## src/design/nrd_pkg.sv

```systemverilog
// package for the nonvolatile ready, data and address register slice
// assumes a byte-wide view of registers packed into 32-bit avalon words
package nrd_pkg;
    // =====================================================
    // register word byte addresses
    localparam logic [7:0] NRD_CTRL_OFS = 8'h00; // enable word: ready irq enable bit only
    localparam logic [7:0] NRD_FLAG_OFS = 8'h04; // ready flag word
    localparam logic [7:0] NRD_DATA_OFS = 8'h06; // read value pair, upper half of flag word
    localparam logic [7:0] NRD_ADDR_OFS = 8'h08; // target location, lanes 0 to 2
    localparam logic [7:0] NRD_STAT_OFS = 8'h10; // sticky event status, clear on read
    localparam logic [7:0] NRD_MASK_OFS = 8'h14; // event mask
    // =====================================================
    // field positions
    localparam int NRD_READY_BIT = 0; // idle flag and its enable
    localparam int NRD_BUSY_BIT = 1; // programming indication in flag word
    localparam int NRD_EV_READY = 0; // event: programming finished
    localparam int NRD_EV_START = 1; // event: programming started
    localparam int NRD_EV_W = 2;
    // =====================================================
    // reset values
    localparam logic [15:0] NRD_DATA_RST = 16'h0000;
    localparam logic [23:0] NRD_ADDR_RST = 24'h000000;
    localparam logic [NRD_EV_W-1:0] NRD_EV_RST = 2'h0;
    localparam logic [31:0] NRD_UNMAPPED = 32'h00000000; // unmapped reads
    // =====================================================
    // bus request carrier
    typedef struct packed {
        logic rd;
        logic wr;
        logic [7:0] addr;
        logic [3:0] be;
        logic [31:0] wdata;
    } nrd_req_type;
    typedef enum logic [1:0] {
        NRD_IDLE = 2'b00,
        NRD_ANSWER = 2'b01
    } nrd_state_type;
endpackage

```

## src/design/nrd_bytereg.sv

```systemverilog
// byte-lane writable register with a capture port
// assumes capture and bus write never meet in the same cycle unless capture wins
`timescale 1ns/10ps
module nrd_bytereg
    import nrd_pkg::*;
#(
    parameter int BYTES = 2,
    parameter logic [8*BYTES-1:0] RST = '0
) (
    input wire logic ref_clk_in,
    input wire logic rst_in,
    input wire logic wr_in,
    input wire logic [3:0] be_in,
    input wire logic [31:0] wdata_in,
    input wire logic cap_in,
    input wire logic [8*BYTES-1:0] cap_data_in,
    output logic [8*BYTES-1:0] q_out
);
    // elaboration check: every lane must come from one 32-bit bus word
    if (BYTES < 1 || BYTES > 4) begin : g_bad_bytes
        $error("byte count must be 1 to 4");
    end
    logic [8*BYTES-1:0] q_reg;
    logic [8*BYTES-1:0] q_next;
    // =====================================================
    // next value: hardware capture wins, else per-lane writes
    always_comb begin
        q_next = q_reg;
        if (cap_in) begin
            q_next = cap_data_in;
        end else if (wr_in) begin
            for (int i = 0; i < BYTES; i++) begin
                if (be_in[i]) begin
                    q_next[8*i +: 8] = wdata_in[8*i +: 8];
                end
            end
        end
    end
    // register
    always_ff @(posedge ref_clk_in or posedge rst_in) begin
        if (rst_in) begin
            q_reg <= RST;
        end else begin
            q_reg <= q_next;
        end
    end
    assign q_out = q_reg;
endmodule

```

## src/design/nrd_regs.sv

```systemverilog
// ready flag, read value and target location registers of the nvm controller
// assumes avalon-mm master on ref_clk_in and a busy level from the programming engine
//
// Contract
// - enable bit zero arms ready interrupt
// - ready request is flag and enable level
// - flag held set while not programming
// - write one clears flag, zero keeps
// - data holds last read, software writable
// - eeprom uses only low data byte
// - data low and high byte locations
// - address three byte locations
// - busy reads one during programming
//
// map: 0x00 enable, 0x04 flag byte with the data pair at 0x06 and 0x07,
// 0x08 location bytes 0x08 to 0x0A, 0x10 sticky events, 0x14 event mask
// every read and write waits exactly one cycle; read data are loaded when
// the request is accepted, so they stand while waitrequest is low
// limitation: a write of one to the flag while idle is lost, because the
// idle level sets the flag in the same cycle and the set wins
//
// Design decision made here: the Avalon-MM interface to the registers.
`timescale 1ns/10ps
module nrd_regs
    import nrd_pkg::*;
(
    input wire logic ref_clk_in,
    input wire logic rst_in,
    input wire logic [7:0] avs_address,
    input wire logic avs_read,
    input wire logic avs_write,
    input wire logic [3:0] avs_byteenable,
    input wire logic [31:0] avs_writedata,
    output logic [31:0] avs_readdata_out,
    output logic avs_waitrequest_out,
    input wire logic prog_busy_in,
    input wire logic read_done_in,
    input wire logic eeprom_read_in,
    input wire logic [15:0] read_value_in,
    output logic ready_irq_out,
    output logic event_irq_out,
    output logic [23:0] target_location_out
);
    // =====================================================
    // bus slave: one wait cycle, answer on second cycle
    nrd_req_type req;
    nrd_state_type state_reg;
    nrd_state_type state_next;
    logic [31:0] rdata_reg;
    logic [31:0] rdata_next;
    logic wait_reg;
    logic wait_next;
    logic take; // request answered this edge, one cycle after acceptance
    assign req = '{rd: avs_read, wr: avs_write, addr: avs_address,
                   be: avs_byteenable, wdata: avs_writedata};
    assign take = (state_reg == NRD_ANSWER);

    // address decode helper, used by write and read paths
    // byte offsets inside one 32-bit word share a decode; byte enables pick the lane
    function automatic logic hit(input logic [7:0] a, input logic [7:0] ofs);
        hit = (a[7:2] == ofs[7:2]);
    endfunction

    // =====================================================
    // state registers
    logic irq_en_reg; // ready interrupt enable
    logic irq_en_next;
    logic flag_reg; // idle flag
    logic flag_next;
    logic busy_reg; // registered busy level
    logic [NRD_EV_W-1:0] stat_reg; // sticky events
    logic [NRD_EV_W-1:0] stat_next;
    logic [NRD_EV_W-1:0] mask_reg;
    logic [NRD_EV_W-1:0] mask_next;
    logic ready_irq_reg;
    logic event_irq_reg;
    logic [15:0] data_q;
    logic [23:0] addr_q;
    logic wr_take;
    logic rd_take;
    logic [NRD_EV_W-1:0] ev;
    assign wr_take = take && req.wr;
    // reads load their data at acceptance, so the word stands during the answer
    assign rd_take = (state_reg == NRD_IDLE) && req.rd;
    // busy edges are the events
    assign ev[NRD_EV_READY] = busy_reg && !prog_busy_in;
    assign ev[NRD_EV_START] = !busy_reg && prog_busy_in;

    // =====================================================
    // data register: capture of read results wins over software
    nrd_bytereg #(.BYTES(2), .RST(NRD_DATA_RST)) u_data (
        .ref_clk_in(ref_clk_in),
        .rst_in(rst_in),
        .wr_in(wr_take && hit(req.addr, NRD_DATA_OFS)),
        // the pair sits in the upper lanes of its word, so shift the lanes down
        .be_in(4'(req.be >> NRD_DATA_OFS[1:0])),
        .wdata_in(32'(req.wdata >> (8 * NRD_DATA_OFS[1:0]))),
        .cap_in(read_done_in),
        // eeprom reads fill only the low byte, upper kept as is
        .cap_data_in(eeprom_read_in ? {data_q[15:8], read_value_in[7:0]}
                                    : read_value_in),
        .q_out(data_q)
    );
    // address register, three byte lanes
    nrd_bytereg #(.BYTES(3), .RST(NRD_ADDR_RST)) u_addr (
        .ref_clk_in(ref_clk_in),
        .rst_in(rst_in),
        .wr_in(wr_take && hit(req.addr, NRD_ADDR_OFS)),
        .be_in(req.be),
        .wdata_in(req.wdata),
        .cap_in(1'b0),
        .cap_data_in(NRD_ADDR_RST),
        .q_out(addr_q)
    );

    // =====================================================
    // control next values
    always_comb begin
        state_next = take ? NRD_IDLE : ((req.rd || req.wr) ? NRD_ANSWER : NRD_IDLE);
        wait_next = !((req.rd || req.wr) && state_reg == NRD_IDLE);
        irq_en_next = irq_en_reg;
        mask_next = mask_reg;
        stat_next = stat_reg;
        // flag tracks idle: set while idle, low while programming
        flag_next = !prog_busy_in;
        rdata_next = rdata_reg;
        if (wr_take && req.be[0]) begin
            if (hit(req.addr, NRD_CTRL_OFS)) begin
                // software arms or disarms; handler disarms it
                irq_en_next = req.wdata[NRD_READY_BIT];
            end
            if (hit(req.addr, NRD_MASK_OFS)) begin
                mask_next = req.wdata[NRD_EV_W-1:0];
            end
            // write one clears, but idle hardware set wins
            if (hit(req.addr, NRD_FLAG_OFS) && req.wdata[NRD_READY_BIT]
                && prog_busy_in) begin
                flag_next = 1'b0;
            end
        end
        if (rd_take) begin
            unique case (1'b1)
                hit(req.addr, NRD_CTRL_OFS): rdata_next = {31'h0, irq_en_reg};
                hit(req.addr, NRD_FLAG_OFS): begin
                    // flag byte and the data pair share one word
                    rdata_next = NRD_UNMAPPED;
                    rdata_next[NRD_READY_BIT] = flag_reg;
                    rdata_next[NRD_BUSY_BIT] = busy_reg;
                    rdata_next[8*NRD_DATA_OFS[1:0] +: 16] = data_q;
                end
                hit(req.addr, NRD_ADDR_OFS): rdata_next = {8'h0, addr_q};
                hit(req.addr, NRD_STAT_OFS): rdata_next = {30'h0, stat_reg};
                hit(req.addr, NRD_MASK_OFS): rdata_next = {30'h0, mask_reg};
                default: rdata_next = NRD_UNMAPPED;
            endcase
            // read clears status; new events still land
            if (hit(req.addr, NRD_STAT_OFS)) begin
                stat_next = NRD_EV_RST;
            end
        end
        stat_next = stat_next | ev;
    end

    // =====================================================
    // registers only
    always_ff @(posedge ref_clk_in or posedge rst_in) begin
        if (rst_in) begin
            state_reg <= NRD_IDLE;
            wait_reg <= 1'b1;
            rdata_reg <= NRD_UNMAPPED;
            irq_en_reg <= 1'b0;
            flag_reg <= 1'b0;
            busy_reg <= 1'b0;
            stat_reg <= NRD_EV_RST;
            mask_reg <= NRD_EV_RST;
            ready_irq_reg <= 1'b0;
            event_irq_reg <= 1'b0;
        end else begin
            state_reg <= state_next;
            wait_reg <= wait_next;
            rdata_reg <= rdata_next;
            irq_en_reg <= irq_en_next;
            flag_reg <= flag_next;
            busy_reg <= prog_busy_in;
            stat_reg <= stat_next;
            mask_reg <= mask_next;
            // level request; software must arm only after a command
            ready_irq_reg <= flag_next && irq_en_next;
            event_irq_reg <= |(stat_next & mask_next);
        end
    end

    assign avs_readdata_out = rdata_reg;
    assign avs_waitrequest_out = wait_reg;
    assign ready_irq_out = ready_irq_reg;
    assign event_irq_out = event_irq_reg;
    assign target_location_out = addr_q;
endmodule
```

## config.mk

```make
export PLATFORM = sky130hd
export DESIGN_NAME = nrd_regs
export DESIGN_NICKNAME = d
export VERILOG_FILES = /design/src/design/nrd_pkg.sv /design/src/design/nrd_bytereg.sv /design/src/design/nrd_regs.sv
export SDC_FILE = /design/constraint.sdc
export NUM_CORES = 1
export LEC_CHECK = 0
export BUFFER_PORTS_ARGS = -buffer_cell sky130_fd_sc_hd__buf_2
export CORE_MARGIN = 2
export CORE_UTILIZATION = 45
export CTS_BUF_LIST = sky130_fd_sc_hd__clkbuf_2
export DETAILED_ROUTE_END_ITERATION = 10
export PLACE_DENSITY = 0.73
export SLEW_MARGIN = 20
export SYNTH_ARGS = -nofsm -noshare
export SYNTH_HDL_FRONTEND = slang
export SYNTH_SLANG_ARGS = --single-unit
```

## constraint.sdc

```tcl
create_clock -name ref_clk_in -period 4.9 [get_ports ref_clk_in]
set_input_delay 0.245 -clock ref_clk_in [delete_from_list [all_inputs] [get_ports ref_clk_in]]
set_output_delay 0.245 -clock ref_clk_in [all_outputs]
set_load 0.03 [all_outputs]
```

### Word level (Yosys, flattened, before mapping)

Cells that the tools add are included.

* multiplexer cells: 16
* eq/ne operators: 6
* reductions and logical operators: 26
* bitwise operators: 2

Operators with widths (number)
* one-hot mux 32 bit (5 select lines): 1
* 2-to-1 mux 16 bit: 3
* 2-to-1 mux 8 bit: 2
* equality test 6 x 3 -> 1 bit, second input constant: 2
* logical AND 1 bit: 11
* 2-to-1 mux 2 bit: 4
* AND reduction 2 bit: 4
* equality test 6 x 1 -> 1 bit, second input constant: 1
* equality test 6 x 2 -> 1 bit, second input constant: 1
* logical NOT 6 bit: 1
* 2-to-1 mux 1 bit: 6
* nonzero test 2 bit: 3
* logical NOT 1 bit: 3
* AND reduction 3 bit: 1
* AND 2 bit: 1
* logical NOT 2 bit: 1
* != test 2 bit, second input constant: 1
* bitwise OR 2 bit: 1
* OR reduction 2 bit: 1
* equality test 1 bit, second input constant: 1
* logical OR 1 bit: 1

* register bits: 83
* bits of input ports: 67

### Longest topological paths before layout

* depth in word-level cells: 6
* mapped depth: 7

### Modules after synthesis

A second synthesis with hierarchy kept.

* cell total of the unflattened synthesis: 435
* area, all modules: 4514.3 µm²

By module, submodules not included
* nrd_regs: cells each 200, area an instance 1946.9 µm², times used 1
* nrd_bytereg (u_addr): cells each 141, area an instance 1539.0 µm², times used 1
* nrd_bytereg (u_data): cells each 94, area an instance 1028.5 µm², times used 1

### Worst setup path before layout

No wires, ideal clock.

* kind: in2reg
* start point: input port avs_address[5]
* end point: register u_addr.q_reg[10], in the netlist u_addr.q_out[10]
* cell stages on the path: 4
* data arrival time: 1.373 ns
* slack: 3.402 ns
* path through: nor4_4 > nand2_1 > nor2_4 > mux2_2

* cells in the longest elaborated chain, start to end: 3

RTL lines
* start, declared: line nrd_regs.sv:29 `input wire logic [7:0] avs_address,`
* equality test 6 x 2 -> 1 bit: line nrd_regs.sv:61 `hit = (a[7:2] == ofs[7:2]);`
* logical AND 1 bit: line nrd_regs.sv:108 `.wr_in(wr_take && hit(req.addr, NRD_ADDR_OFS)),`
* AND reduction 2 bit (no line)
* end signal, assigned: line nrd_bytereg.sv:44 `q_reg <= q_next;`
* end, declared: line nrd_bytereg.sv:23 `logic [8*BYTES-1:0] q_reg;`

Every way passes these cells.
A chain may end at the register's enable or synchronous reset.

### Final worst setup path

* start point: register state_reg[0]
* end point: register u_data.q_reg[2], in the netlist u_data.q_out[2]

* cells in the longest elaborated chain, start to end: 5

RTL lines
* start, declared: line nrd_regs.sv:47 `nrd_state_type state_reg;`
* start signal, assigned: line nrd_regs.sv:179 `state_reg <= state_next;`
* equality test 1 bit: line nrd_regs.sv:56 `assign take = (state_reg == NRD_ANSWER);`
* logical AND 1 bit: line nrd_regs.sv:82 `assign wr_take = take && req.wr;`
* logical AND 1 bit: line nrd_regs.sv:94 `.wr_in(wr_take && hit(req.addr, NRD_DATA_OFS)),`
* nonzero test 2 bit (no line)
* AND reduction 2 bit (no line)
* end signal, assigned: line nrd_bytereg.sv:44
* end, declared: line nrd_bytereg.sv:23

Every way passes these cells.

==> run_results.csv <==
group,metric,value,unit
worst_setup_path,r2r_setup_slack,3.12,ns
worst_setup_path,critical-path-slowest-cell,"and3_1",
worst_setup_path,critPathTopFamily,"simple AND/OR/NAND/NOR gates",
route,drt_iter0_drc,70,
clock_network,clockBufferDepth,2,
final_layout,final_nets,552,
min_path,hold_path_class,"input pin to register",
die,start_util,0.469,
final_layout,synthToLayoutAreaGrowth,33.8,%
sta,tightestPinTransition,0.737,ns
sta,maxSlewHeadroom,0.509,
die,fp.dieW,94.5,um
die,design.core.area,0.00785,sq mm
route,wl_per_cell,15.8,um
clock_network,cts_hold_buf,42,
placed_design,port_buffers,123,
clock_network,numClockSinks,83,
synthesis,synth.distinct_cells,41,
global_route,grt-ovfl-total,0,
pwr,power,1.35,mW
worst_setup_path,critPathCapture,"u_data.q_out[2]",
synthesis,synth_top_flop_cell,"dfrtp_1",
synthesis,syn_area,0.00368,sq mm
worst_setup_path,rr_endpoint,"u_data.q_out[2]",
synthesis,synth_compound_gate_area_share,0.124,
final_layout,multi_input_area,0.00147,sq mm
synthesis,async_flop_share,1.00,
final_layout,drive_gt1_frac,0.373,
placed_design,placed_area,0.00434,sq mm
placed_design,gp_congestion,0.726,
clock_network,h-tree-depth,3,
worst_setup_path,critical_path_required,5.31,ns
synthesis,synth_edf_count,0,
job,drv_cap,0,
global_route,grt_pass1_wl,14700,um
sta,skew,0.0319,ns
pwr,p_leak,2.58,nW
route,via_per_inst,5.14,
global_route,grt_pass1_vias,3098,
worst_setup_path,worstPathArrival,2.19,ns
sta,fin_ws,3.12,ns
clock_network,cts_root_buf,"clkbuf_2",
synthesis,synth_mux_area_frac,0.120,
synthesis,synth_nets,390,
sta,finalSetupViolCount,0,
final_layout,largest_reg_flops,32,
synthesis,synth_fa_ha_area_frac,0,
pwr,p_per_area,273,mW/mm^2
final_layout,fillCellCount,664,
worst_setup_path,startpoint_type,"register",
sta,fmax,0.561,GHz
pwr,ir_worst_vdd,0.000143,V
final_layout,seq_area,0.00208,sq mm
die,rows,32,
sta,hold_ws,0.0451,ns
route,postRouteAntennaNets,0,
synthesis,synth_top_family_by_area,"simple AND/OR/NAND/NOR gates",
die,num_io_pins,126,
worst_setup_path,startpoint,"state_reg[0]",
synthesis,synthCells,323,
outcome,status,"finished clean",
sta,period_minus_slack,1.78,ns
worst_setup_path,crit_cells,4,
placed_design,dp_cells,532,
worst_setup_path,end_kind,"register",
synthesis,avgSynthCellArea,11.4,sq um
clock_network,clk_latency,0.53,ns
placed_design,dp_slack,2.62,ns
clock_network,clkTransAtPathRegs,0.21,ns
clock_network,post_cts_buffers,0,
route,drt-total-wl,9350,um
route,dr_total_vias,3048,
worst_setup_path,worstSetupPathType,"register to register",
die,dieArea,0.00892,sq mm
final_layout,stdcell_area,0.00493,sq mm
worst_setup_path,r2r_cells,4,
worst_setup_path,worstPathBufferInverterCount,0,
final_layout,fin_util,0.628,
worst_setup_path,r2r_start,"state_reg[0]",
sta,finalHoldViolations,0,
synthesis,yosysSeqAreaShare,0.564,
route,drc,0,
global_route,grt_max_degree,84,
global_route,antenna_found_initial,0,
sta,rsz0062_at_grt,"false",
sta,fin_setup_tns,0,ns
placed_design,hpwl,6250,um
synthesis,synth-simple-area-share,0.155,
synthesis,synth_xor_area_frac,0,
global_route,grt_use_total,0.218,
die,die_h,94.5,um
worst_setup_path,crit_chain,"and3_1 > nand3_1 > nand2_1 > a21oi_1",
worst_setup_path,slowest_delay,0.53,ns
sta,post-route-period-util,0.363,
clock_network,cts-resized-gates,0,
clock_network,cts_made_buffers,9,
sta,finalMaxSlewViolations,0,
synthesis,ys_ff_latch,83,
final_layout,stdcell_count,593,
route,first_pass_iters,4,
clock_network,cts_tree,"built",
worst_setup_path,cp_max_fo,10,
synthesis,ys_warn_count,0,
==> layout by cell type (no fill, tap or decap), drive strengths merged, types with 2 or more instances in the layout <==
cell         synthesis  final
a21oi               10     10
a22o                18     18
a31oi                9      9
and2                 3      3
and3                 3      3
and3b                2      2
buf                  6    127
bufinv               0      2
clkbuf              13     10
clkinv               0      2
clkinvlp             0      2
dfrtp               82     82
dlygate4sd3          0     43
inv                  7      7
mux2                26     26
mux2i                9      9
nand2               64     64
nand3                5      5
nand3b               2      2
nand4                5      5
nor2                 4      4
nor2b               11     11
nor3                 2      2
o21ai               33     33
==> metal layers <==
layer | wire length, um | GRT usage | vias up
li1 | - | - | 1448
met1 | 3840 | 0.252 | 1499
met2 | 4870 | 0.392 | 85
met3 | 436 | 0.0375 | 16
met4 | 200 | 0.0990 | 0
met5 | 0 | 0 | -
==> power breakdown <==
group | switching, mW | internal, mW | leakage [nW] | total (mW)
registers | 0.0206 | 0.718 | 1.10 | 0.739
logic | 0.112 | 0.0867 | 1.41 | 0.198
clock network | 0.237 | 0.172 | 0.0785 | 0.409
total | 0.369 | 0.977 | 2.58 | 1.35
==> cell type report <==
cell class | instances | share of cell area
diodes | 1 | 0.000508
clock buffers | 10 | 0.0102
clock inverters | 6 | 0.0180
inverters | 7 | 0.00559
multi-input cells | 214 | 0.299
flip-flops and latches | 83 | 0.422
well taps | 102 | 0.0259
repair buffers | 170 | 0.219
==> synth_stat cells (5+ instances only) <==
cell type / n / share of area
inv_1: 7 / 0.0071
mux2i_1: 9 / 0.024
mux2_2: 10 / 0.031
nor2b_1: 10 / 0.017
nand4_1: 5 / 0.0085
o21ai_0: 33 / 0.045
dfrtp_1: 82 / 0.56
nand3_1: 5 / 0.0068
clkbuf_1: 12 / 0.012
a22o_1: 18 / 0.043
a21oi_1: 10 / 0.014
nand2_1: 62 / 0.063
mux2_4: 16 / 0.065
a31oi_1: 9 / 0.015
==> logic make-up after synthesis <==
kind of cell,count (synthesis)
AOI/OAI and AO/OA,73
muxes,35
DFF,83
and+or+nand+nor,106
buffers and inverters,26
==> worst min-delay path by stage <==
stage,from,end,cells after the start
3_3_place_gp,prog_busy_in,busy_reg,1
4_1_cts,rst_in,avs_readdata_out[6],3
2_1_floorplan,prog_busy_in,busy_reg,0
3_5_place_dp,prog_busy_in,busy_reg,1
6_report,read_value_in[11],u_data.q_out[11],3
5_1_grt,read_value_in[11],u_data.q_out[11],3
==> worst min-delay path: cells and delay by family <==
kind	cells	cell delay [ns]
AO/OA/AOI/OAI	1	0.13
buffers and inverters	1	0.08
multiplexers	1	0.07
(Power assumes the default switching activity.)
